$ cat src/common/spm_pkg.sv
// constants and types for the flash self-programming addressing unit
package spm_pkg;
  localparam int counter_top_bit = 14;
  localparam int page_word_top_bit = 6;
  localparam int pointer_counter_top_bit = counter_top_bit + 1;
  localparam int pointer_page_word_top_bit = page_word_top_bit + 1;
  localparam int pc_width = counter_top_bit + 1;
  localparam int page_words = 128;
  localparam int page_count_concurrent = 224;
  localparam logic [14:0] halting_region_start = 15'h7000;
  localparam logic [14:0] boot_start_512 = 15'h7E00;
  localparam logic [14:0] boot_start_1024 = 15'h7C00;
  localparam logic [14:0] boot_start_2048 = 15'h7800;
  localparam logic [14:0] boot_start_4096 = 15'h7000;
  localparam logic [14:0] flash_last_word = 15'h7FFF;
  localparam logic [15:0] sig_byte1_addr = 16'h0000;
  localparam logic [15:0] sig_calib_addr = 16'h0001;
  localparam logic [15:0] sig_byte2_addr = 16'h0002;
  localparam logic [15:0] sig_byte3_addr = 16'h0004;
  localparam logic [15:0] serial_lo_first = 16'h000E;
  localparam logic [15:0] serial_lo_last = 16'h0013;
  localparam logic [15:0] serial_hi_first = 16'h0015;
  localparam logic [15:0] serial_hi_last = 16'h0017;
  localparam int store_window = 4;
  localparam int load_window = 3;
  localparam int cmd_bit_enable = 0;
  localparam int cmd_bit_erase = 1;
  localparam int cmd_bit_write = 2;
  localparam int cmd_bit_lock = 3;
  localparam int cmd_bit_reenable = 4;
  localparam int cmd_bit_signature_read_bit = 5;
  localparam logic [5:0] cmd_reset = 6'h00;
  // oscillator is nominally 8 MHz once calibrated
  localparam int osc_khz = 8000;
  localparam int prog_min_us = 3700;
  localparam int prog_max_us = 4500;
  localparam int prog_ticks_min = (prog_min_us * osc_khz + 999) / 1000;
  localparam int prog_ticks_max = (prog_max_us * osc_khz) / 1000;
  localparam int mclk_mhz = 125;
  // pointer split into page and word fields
  typedef struct packed {
    logic [7:0] page_select_field;
    logic [6:0] word_in_page_field;
    logic byte_sel;
  } pointer_s;
  typedef struct packed {
    logic command_enable_bit;
    logic page_erase_bit;
    logic page_write_bit;
    logic lock_set_bit;
    logic region_read_reenable_bit;
    logic signature_read_bit;
  } command_s;
  typedef struct packed {
    logic [7:0] sig1;
    logic [7:0] sig2;
    logic [7:0] sig3;
    logic [7:0] calib;
    logic [71:0] serial;
  } signature_s;
endpackage

$ cat src/rtl/flash_self_program_addressing.sv
// pointer decode, signature row, sections and command timing for self-programming
`timescale 1ns/10ps
module flash_self_program_addressing
  import spm_pkg::*;
(
  // clock and reset
  input wire logic mclk,
  input wire logic rst,
  // oscillator tick, one pulse per calibrated oscillator period
  input wire logic osc_tick,
  // fuses and signature contents
  input wire logic boot_size_fuse_high,
  input wire logic boot_size_fuse_low,
  input wire signature_s sig_data,
  // control register write from the core
  input wire logic cmd_write,
  input wire command_s cmd_data,
  // core instructions
  input wire logic store_strobe,
  input wire logic load_strobe,
  input wire logic [15:0] pointer,
  // control register state
  output command_s cmd_state,
  output logic region_busy_flag,
  // flash array side
  output logic erase_start,
  output logic write_start,
  output logic lock_start,
  output logic buffer_load,
  output logic [counter_top_bit:0] flash_word_addr,
  output logic [page_word_top_bit:0] buffer_word,
  output logic halt_cpu,
  output logic flash_busy,
  // signature load answer
  output logic sig_valid,
  output logic [7:0] sig_byte,
  // section map
  output logic [counter_top_bit:0] boot_start,
  output logic in_boot_section,
  output logic in_concurrent_read_region
);
  typedef enum logic [1:0] {idle, armed, timed} state_e;
  state_e state;
  state_e next_state;
  command_s next_cmd_state;
  logic next_region_busy;
  logic [2:0] window;
  logic [2:0] next_window;
  logic next_sig_valid;
  logic [7:0] next_sig_byte;
  logic next_erase;
  logic next_write;
  logic next_lock;
  logic next_load;
  logic next_halt;
  logic [counter_top_bit:0] next_addr;
  logic [page_word_top_bit:0] next_buffer_word;
  logic timer_start;
  logic timer_running;
  logic timer_done;
  pointer_s ptr;

  // pointer bit 0 dropped, bits shift down by one
  assign ptr = pointer_s'(pointer);

  // page pointer bits 15..8 onto counter bits 14..7
  function automatic logic [counter_top_bit:0] page_addr(input pointer_s p);
    page_addr = {p.page_select_field, 7'h00};
  endfunction

  // addresses below the halting start belong to the concurrent region
  function automatic logic in_concurrent(input logic [counter_top_bit:0] a);
    in_concurrent = a < halting_region_start;
  endfunction

  // boot section start from the two fuse bits
  always_comb begin
    unique case ({boot_size_fuse_high, boot_size_fuse_low})
      2'b11: boot_start = boot_start_512;
      2'b10: boot_start = boot_start_1024;
      2'b01: boot_start = boot_start_2048;
      2'b00: boot_start = boot_start_4096;
    endcase
  end

  assign in_boot_section = flash_word_addr >= boot_start &&
                           flash_word_addr <= flash_last_word;
  assign in_concurrent_read_region = in_concurrent(flash_word_addr);
  assign flash_busy = timer_running;

  // signature row lookup; unassigned addresses return 0
  function automatic logic [7:0] sig_lookup(input logic [15:0] a,
                                            input signature_s s);
    logic [7:0] idx;
    sig_lookup = 8'h00;
    idx = 8'h00;
    unique case (a)
      sig_byte1_addr: sig_lookup = s.sig1;
      sig_byte2_addr: sig_lookup = s.sig2;
      sig_byte3_addr: sig_lookup = s.sig3;
      sig_calib_addr: sig_lookup = s.calib;
      default: begin
        // pairs are swapped: 0x0E holds byte 1, 0x0F byte 0
        if (a >= serial_lo_first && a <= serial_lo_last) begin
          idx = 8'(a - serial_lo_first) ^ 8'h01;
          sig_lookup = s.serial[idx*8 +: 8];
        end else if (a >= serial_hi_first && a <= serial_hi_last) begin
          idx = 8'(a - serial_hi_first) + 8'h06;
          sig_lookup = s.serial[idx*8 +: 8];
        end
      end
    endcase
  endfunction

  osc_timer u_timer (
    .mclk(mclk),
    .rst(rst),
    .start(timer_start),
    .osc_tick(osc_tick),
    .running(timer_running),
    .done(timer_done)
  );

  always_comb begin
    next_state = state;
    next_cmd_state = cmd_state;
    next_region_busy = region_busy_flag;
    next_window = window;
    next_sig_valid = 1'b0;
    next_sig_byte = sig_byte;
    next_erase = 1'b0;
    next_write = 1'b0;
    next_lock = 1'b0;
    next_load = 1'b0;
    next_halt = halt_cpu;
    next_addr = flash_word_addr;
    next_buffer_word = buffer_word;
    timer_start = 1'b0;
    unique case (state)
      idle: begin
        // only with enable set; other bit patterns are ignored
        if (cmd_write && cmd_data.command_enable_bit) begin
          next_cmd_state = cmd_data;
          next_window = 3'(store_window);
          next_state = armed;
        end
      end
      armed: begin
        if (cmd_state.signature_read_bit) begin
          if (load_strobe && window > 3'(store_window - load_window)) begin
            next_sig_byte = sig_lookup(pointer, sig_data);
            next_sig_valid = 1'b1;
            next_cmd_state = cmd_reset;
            next_state = idle;
          end else if (window == 3'h1) begin
            next_cmd_state = cmd_reset;
            next_state = idle;
          end else begin
            next_window = window - 3'h1;
          end
        end else if (store_strobe) begin
          if (cmd_state.page_erase_bit || cmd_state.page_write_bit) begin
            next_addr = page_addr(ptr);
            next_erase = cmd_state.page_erase_bit;
            next_write = cmd_state.page_write_bit;
            if (in_concurrent(page_addr(ptr)))
              next_region_busy = 1'b1;
            else
              next_halt = 1'b1;
            timer_start = 1'b1;
            next_state = timed;
          end else if (cmd_state.lock_set_bit) begin
            next_lock = 1'b1;
            timer_start = 1'b1;
            next_state = timed;
          end else if (cmd_state.region_read_reenable_bit) begin
            next_region_busy = 1'b0;
            next_cmd_state = cmd_reset;
            next_state = idle;
          end else begin
            next_buffer_word = ptr.word_in_page_field;
            next_load = 1'b1;
            next_region_busy = 1'b0;
            next_cmd_state = cmd_reset;
            next_state = idle;
          end
        end else if (window == 3'h1) begin
          next_cmd_state = cmd_reset;
          next_state = idle;
        end else begin
          next_window = window - 3'h1;
        end
      end
      timed: begin
        // enable stays set until the oscillator timer finishes
        if (timer_done) begin
          next_cmd_state = cmd_reset;
          next_halt = 1'b0;
          next_state = idle;
        end
      end
      default: next_state = idle;
    endcase
  end

  // an operation already timing survives reset
  always_ff @(posedge mclk) begin
    if (rst && state != timed) begin
      state <= idle;
      cmd_state <= cmd_reset;
      region_busy_flag <= 1'b0;
      window <= '0;
      sig_valid <= 1'b0;
      sig_byte <= 8'h00;
      erase_start <= 1'b0;
      write_start <= 1'b0;
      lock_start <= 1'b0;
      buffer_load <= 1'b0;
      halt_cpu <= 1'b0;
      flash_word_addr <= '0;
      buffer_word <= '0;
    end else begin
      state <= next_state;
      cmd_state <= next_cmd_state;
      region_busy_flag <= next_region_busy;
      window <= next_window;
      sig_valid <= next_sig_valid;
      sig_byte <= next_sig_byte;
      erase_start <= next_erase;
      write_start <= next_write;
      lock_start <= next_lock;
      buffer_load <= next_load;
      halt_cpu <= next_halt;
      flash_word_addr <= next_addr;
      buffer_word <= next_buffer_word;
    end
  end
endmodule

$ cat src/rtl/osc_timer.sv
// programming-time counter clocked from oscillator ticks
`timescale 1ns/10ps
module osc_timer
  import spm_pkg::*;
(
  // clock and reset
  input wire logic mclk,
  input wire logic rst,
  // control
  input wire logic start,
  input wire logic osc_tick,
  // status
  output logic running,
  output logic done
);
  logic [15:0] count;
  logic [15:0] next_count;
  logic next_running;
  logic next_done;

  // reset deliberately does not stop a running operation
  always_comb begin
    next_count = count;
    next_running = running;
    next_done = 1'b0;
    if (start && !running) begin
      next_count = '0;
      next_running = 1'b1;
    end else if (running && osc_tick) begin
      if (count == 16'(prog_ticks_min - 1)) begin
        next_running = 1'b0;
        next_done = 1'b1;
      end else begin
        next_count = count + 16'h0001;
      end
    end
  end

  always_ff @(posedge mclk) begin
    if (rst && !running) begin
      count <= '0;
      running <= 1'b0;
      done <= 1'b0;
    end else begin
      count <= next_count;
      running <= next_running;
      done <= next_done;
    end
  end
endmodule

$ cat config.mk
export PLATFORM = sky130hd
export DESIGN_NAME = flash_self_program_addressing
export DESIGN_NICKNAME = d
export VERILOG_FILES = /design/src/common/spm_pkg.sv /design/src/rtl/flash_self_program_addressing.sv /design/src/rtl/osc_timer.sv
export SDC_FILE = /design/constraint.sdc
export NUM_CORES = 1
export LEC_CHECK = 0
export BUFFER_PORTS_ARGS = -buffer_cell sky130_fd_sc_hd__clkbuf_2
export CAP_MARGIN = 20
export CORE_MARGIN = 4
export CORE_UTILIZATION = 40
export DETAILED_ROUTE_END_ITERATION = 8
export PLACE_DENSITY = 0.69
export SYNTH_ARGS = -nofsm -noshare
export SYNTH_HDL_FRONTEND = slang
export SYNTH_SLANG_ARGS = --single-unit
$ cat constraint.sdc
create_clock -name mclk -period 2.4 [get_ports mclk]
set_input_delay 0.12 -clock mclk [delete_from_list [all_inputs] [get_ports mclk]]
set_output_delay 0.12 -clock mclk [all_outputs]
set_load 0.01 [all_outputs]
## Word level (Yosys, flattened, before mapping)

Index checks and enable logic that the tools add are counted.

| storage, ports and cells | value |
|---|---|
| flip-flop bits (word level) | 59 |
| input bits | 134 |
| output and inout bits | 61 |
| word-level logic and storage cells | 157 |

| cells by class | value |
|---|---|
| add/sub/neg operators | 5 |
| order comparisons | 9 |
| equality and inequality tests | 25 |
| shift-type cells | 2 |
| multiplexer cells | 49 |
| bitwise gates (word level) | 9 |
| reductions and logical operators | 37 |

Operators with widths:

| operator | number |
|---|---|
| variable part select 72 x 12 -> 8 bit | 2 |
| one-hot mux 15 bit (4 select lines) | 1 |
| 2-to-1 mux 6 bit | 9 |
| <= comparator 16 x 5 -> 1 bit (second input constant) | 2 |
| one-hot mux 8 bit (4 select lines) | 1 |
| less-than comparator 15 bit (second input constant) | 2 |
| 2-to-1 mux 1 bit | 19 |
| one-hot mux 6 bit (3 select lines) | 1 |
| AND reduction 6 bit | 3 |
| adder 16 x 1 -> 16 bit (second input constant) | 1 |
| == test 16 x 1 -> 1 bit (second input constant) | 1 |
| == test 16 x 15 -> 1 bit (second input constant) | 1 |
| == test 16 x 2 -> 1 bit (second input constant) | 1 |
| == test 16 x 3 -> 1 bit (second input constant) | 1 |
| greater-or-equal comparator 16 x 4 -> 1 bit (second input constant) | 1 |
| greater-or-equal comparator 16 x 5 -> 1 bit (second input constant) | 1 |
| logical NOT 16 bit | 1 |
| 2-to-1 mux 2 bit | 8 |
| 2-to-1 mux 8 bit | 2 |
| inequality test 4 bit (second input constant) | 4 |
| greater-or-equal comparator 15 bit | 1 |
| <= comparator 15 bit (second input constant) | 1 |
| 2-to-1 mux 3 bit | 5 |
| inequality test 2 bit (second input constant) | 6 |
| other kinds (29) | 61 |

## Depth between registers and ports, before layout

| logic depth | value |
|---|---|
| depth after elaboration | 8 |
| depth in mapped cells | 9 |
| mapped depth without buffers | 7 |

## Cells and area by module

From an unflattened synthesis, not the netlist that was laid out.

| unflattened totals | value |
|---|---|
| cell total of the unflattened synthesis | 527 |
| area, all modules | 4,508.1 um^2 |

By module, submodules not included:

| module | instances | cells each | area each (um^2) | sequential area each (um^2) |
|---|---|---|---|---|
| flash_self_program_addressing | 1 | 428 | 3,642.2 | 820.8 |
| osc_timer | 1 | 99 | 865.8 | 360.3 |

## Worst setup path before layout

Ideal clock, no wire load.

| path | value |
|---|---|
| kind | input-to-reg |
| start point | input port pointer[1] |
| end point | register sig_byte[0] |
| setup time | 0.129 ns |
| data arrival time | 2.005 ns |
| data required time | 2.271 ns |
| path slack | 0.266 ns |
| stages | 7 |
| buffers on the path | 2 |
| cells stage by stage | buf_2 > inv_1 > ha_1 > buf_1 > mux4_2 > a221oi_1 > o211ai_1 |

| on the way | value |
|---|---|
| cells in the longest elaborated chain, start to end | 6 |
| elaborated cells between the ends (all ways) | 18 |
| classes of those cells | 3 x add/sub; 4 x order compare; 3 x eq/ne; 2 x shift; 3 x mux; 3 x reduce/logical |

Ends and longest elaborated chain:

| element | RTL line | text |
|---|---|---|
| start: declaration | flash_self_program_addressing.sv:21 | `input wire logic [15:0] pointer,` |
| subtractor 8 x 5 -> 8 bit | flash_self_program_addressing.sv:108 | `idx = 8'(a - serial_hi_first) + 8'h06;` |
| adder 8 x 3 -> 8 bit | flash_self_program_addressing.sv:108 |  |
| variable part select 72 x 12 -> 8 bit | flash_self_program_addressing.sv:109 | `sig_lookup = s.serial[idx*8 +: 8];` |
| 2-to-1 mux 8 bit | flash_self_program_addressing.sv:107 | `end else if (a >= serial_hi_first && a <= serial_hi_last) begin` |
| 2-to-1 mux 8 bit | flash_self_program_addressing.sv:104 | `if (a >= serial_lo_first && a <= serial_lo_last) begin` |
| one-hot mux 8 bit (4 select lines) * | flash_self_program_addressing.sv:97 | `unique case (a)` |
| end signal: assignment | flash_self_program_addressing.sv:228 | `sig_byte <= next_sig_byte;` |
| end: declaration | flash_self_program_addressing.sv:36 | `output logic [7:0] sig_byte,` |

Mark *: on every way between the ends. The rest lies on a longest branch, timed or not.
A chain may end at the register's enable or synchronous reset.

## Worst setup path in the final report

| path | value |
|---|---|
| start point | register state[0] |
| end point | register cmd_state[1] (netlist bit) |

| on the way | value |
|---|---|
| cells in the longest elaborated chain, start to end | 3 |
| elaborated cells between the ends (all ways) | 14 |
| classes of those cells | 9 x eq/ne; 1 x mux; 4 x reduce/logical |

Ends and longest elaborated chain:

| element | RTL line | text |
|---|---|---|
| start: declaration | flash_self_program_addressing.sv:43 | `state_e state;` |
| start signal: assignment | flash_self_program_addressing.sv:209 | `state <= idle;` |
| start signal: assignment | flash_self_program_addressing.sv:223 | `state <= next_state;` |
| == test 2 x 1 -> 1 bit (tied with other cells) | flash_self_program_addressing.sv:139 | `unique case (state)` |
| inequality test 4 bit (no source line) (tied with other cells) | -- |  |
| AND reduction 7 bit (no source line) | -- |  |
| end signal: assignment | flash_self_program_addressing.sv:210 | `cmd_state <= cmd_reset;` |
| end signal: assignment | flash_self_program_addressing.sv:224 | `cmd_state <= next_cmd_state;` |
| end: declaration | flash_self_program_addressing.sv:23 | `output command_s cmd_state,` |

Several ways; a longest one is shown, not always the timed one.

==> impl_metrics.toml <==
[outcome]
status = "finished, final reports clean"

[floorplan]
boundaryPins = 195
row_count = 38
die_area_um2 = 13300
core_um2 = 11100
initial_core_util = 0.417
die_x_um = 115
die_h_um = 115

[cells_and_area]
nNetsFinal = 856
regArea_um2 = 1180
drive_gt1_frac = 0.359
synthToLayoutAreaGrowth_pct = 29.7
n_antenna_cell = 0
fillCellCount = 1054
multi_input_area_um2 = 3170

[sta]
hold_violations = 0
setup_tns_ps = 0
fmax_mhz = 454
min_period_over_period = 0.918
relSlewSlack = 0.390
tightest_slew_ps = 907
post-route-min-period_ps = 2200
rsz0062_at_grt = "no"
fin_skew_ps = 5.28
setup-violations-final = 0
fin_ws_ps = 196
slew_viol_final = 0

[global_route]
grt_usage = 0.230
grt_max_degree = 32
grt_pass1_vias = 4908
grt.overflow.total = 0
antenna_found_initial = 0
grt_pass1_wl_um = 24300

[setup_path]
crit_type = "register to register"
arrival_ps = 2460
slowest_delay_ps = 570
crit_required_ps = 2660
end_kind = "register"
cp_common_cell = "a21oi_1"
worstPathCellList = "inv_1 -> ha_1 -> a21boi_0 -> a21oi_1 -> o2111ai_1 -> or3b_2 -> a21oi_1"
worst_path_max_delay_cell = "or3b_2"
critical_path.max_fanout = 8
crit_family = "compound AO/OA/AOI/OAI gates"
crit_buf_inv = 1
startpoint_type = "register"

[route]
dr.first_iter.drc_count = 337
drc = 0
wire_per_inst_um = 18.2
first_pass_iters = 5
routed_wl_um = 15500
vias = 4821
vias_per_cell = 5.67
ant_nets = 0

[cts]
clock_sinks = 59
cts_buffers = 9
clk_pin_slew_ps = 50
cts_tree = "built"
clockRootBuffer = "clkbuf_16"
clock_path_buffers = 2
post_cts_buffers = 0
htreeDepth = 3
clk_latency_ps = 330

[logic_synthesis]
yosysTopAreaCell = "dfxtp_1"
seq_area_frac_synth = 0.256
ys_types = 63
async_flop_share = 0
postSynthCellCount = 527
synth.area.top_cells = "dfxtp_1 (26%), mux4_2 (11%), mux2i_1 (8.7%)"
synth_top_area_share = 0.256
ys_warn_count = 0
synth_ff_type = "dfxtp_1"
synth_area_um2 = 4620
synth-seq-cells = 59
synth-edff-count = 0
synth.avg_cell_area_um2 = 8.77

[power]
max-vdd-ir-drop_v = 0.000479
p_per_area_nw_per_um2 = 617
power.leakage_uw = 0.00268

[placement]
detailedPlacementHpwl_um = 12700
port_buffers = 175
dp_slack_ps = 129
gp_congestion = 0.893

[worst_hold_path]
hp-class = "input pin to register"

[run]
cap_violations = 0
-- cell type report --
cell class                 count  area share
clock buffer                  12      0.0428
clock inverter                 4      0.0121
inverter                      20      0.0125
multi-input combinational    418       0.529
sequential                    59       0.197
tap                          140      0.0292
timing repair buffer         198       0.177
-- power breakdown --
| part | switching [uW] | internal [uW] | leakage [uW] |
|---|---|---|---|
| clock network | 462 | 963 | 0.000159 |
| logic | 613 | 505 | 0.00204 |
| registers | 87.7 | 1070 | 0.000478 |
| total | 1160 | 2530 | 0.00268 |
-- flip-flops by register name (all words and copies together), names as in the netlist, 2 cells and up --
register,count
u_timer.count,16
flash_word_addr,8
sig_byte,8
buffer_word,7
cmd_state,6
window,3
state,2
-- path summary, 6_finish.rpt --
kind | from | endpoint | slack (ps) | cells past startpoint
worst max-delay path | state[0]$_SDFFE_PP0P_ | cmd_state[1]$_SDFFE_PP0P_ | 200 | 7
worst min-delay path | pointer[9] | flash_word_addr[8]$_SDFFE_PP0P_ | 40 | 3
worst max register to register | state[0]$_SDFFE_PP0P_ | cmd_state[1]$_SDFFE_PP0P_ | 200 | 7
worst min register to register | halt_cpu$_SDFFE_PP0P_ | halt_cpu$_SDFFE_PP0P_ | 460 | 2
-- worst register-to-register path, delay by kind of cell (launching register included) --
family	cells	cell delay, ps
AO/OA/AOI/OAI	4	860
adder cells (fa/ha/maj)	1	250
buffers and inverters	1	80
flip-flops	1	380
AND/OR/NAND/NOR	1	570
-- synthesized netlist by cell type, types with 4 or more instances --
cell type	number
o22ai_1	9
a21oi_1	21
a222oi_1	8
nor2_1	41
nand3b_1	5
inv_1	20
a221oi_1	7
and2_1	10
buf_1	6
ha_1	16
a2bb2oi_1	8
a31oi_1	4
nor2b_1	5
mux2i_1	40
or3b_2	5
nand3_1	26
clkbuf_1	11
nor3_1	10
nand2_1	34
o211ai_1	7
xnor2_1	10
nand2b_1	8
o2bb2ai_1	7
nor4_1	16
nand4_1	8
buf_4	20
and3_1	5
dfxtp_1	59
o21ai_0	19
buf_2	9
mux4_2	22
-- what timing repair did --
| item | 4_1_cts | 5_1_grt |
|---|---|---|
| endpoints found under the setup margin | 0 | 1 |
| hold buffers | 0 | 0 |
| resized for setup | 0 | 1 |
-- per-layer routing --
| layer | part of all wire | vias to the layer above | track usage | wire, um |
|---|---|---|---|---|
| li1 | - | 2333 | - | - |
| met1 | 0.40 | 2244 | 0.268 | 6200 |
| met2 | 0.48 | 217 | 0.397 | 7490 |
| met3 | 0.090 | 27 | 0.0684 | 1390 |
| met4 | 0.027 | 0 | 0.0900 | 418 |
| met5 | 0 | - | 0 | 0 |
-- through the flow --
stage,utilization,hold WS (ps),std cells,total power (uW),cell area (um2)
5_1_grt,0.541,51.5,851,3890,5990
4_1_cts,0.541,27.9,851,3710,5990
3_5_place_dp,0.511,378,835,2280,5660
2_1_floorplan,-,235,544,1890,4690
6_report,0.541,39.6,851,3700,5990
3_3_place_gp,0.511,374,835,2240,5660
-- cells in the final DEF, fill, tap and decap left out, drive strengths merged, types with 3 or more instances in the layout --
master	instances
nor3	10
o2111ai	3
nand2	35
conb	19
o22ai	9
a221oi	7
a31oi	4
o21ai	19
xor2	3
dfxtp	59
mux4	22
and3	5
o211ai	7
and2	10
nand3b	5
a21o	3
nor2	41
nand2b	8
nand4	8
inv	20
buf	23
o2bb2ai	7
nand3	26
a21oi	21
nor4	18
nor2b	5
clkbuf	187
a222oi	8
or3	3
mux2i	40
ha	16
a2bb2oi	8
or3b	5
xnor2	10
o21bai	3
-- logic make-up (layout without fill, tap and decap cells) --
logic type	after synthesis	in the layout	synth area share
adder cells (fa/ha/maj)	16	16	0.0433
multiplexers	62	62	0.194
buffers and inverters	67	234	0.0747
AO/OA/AOI/OAI	117	117	0.182
other	2	19	0.00162
flip-flops	59	59	0.256
XOR/XNOR	13	13	0.0246
AND/OR/NAND/NOR	191	191	0.225
Note: power is estimated with default switching activity, not from simulation.
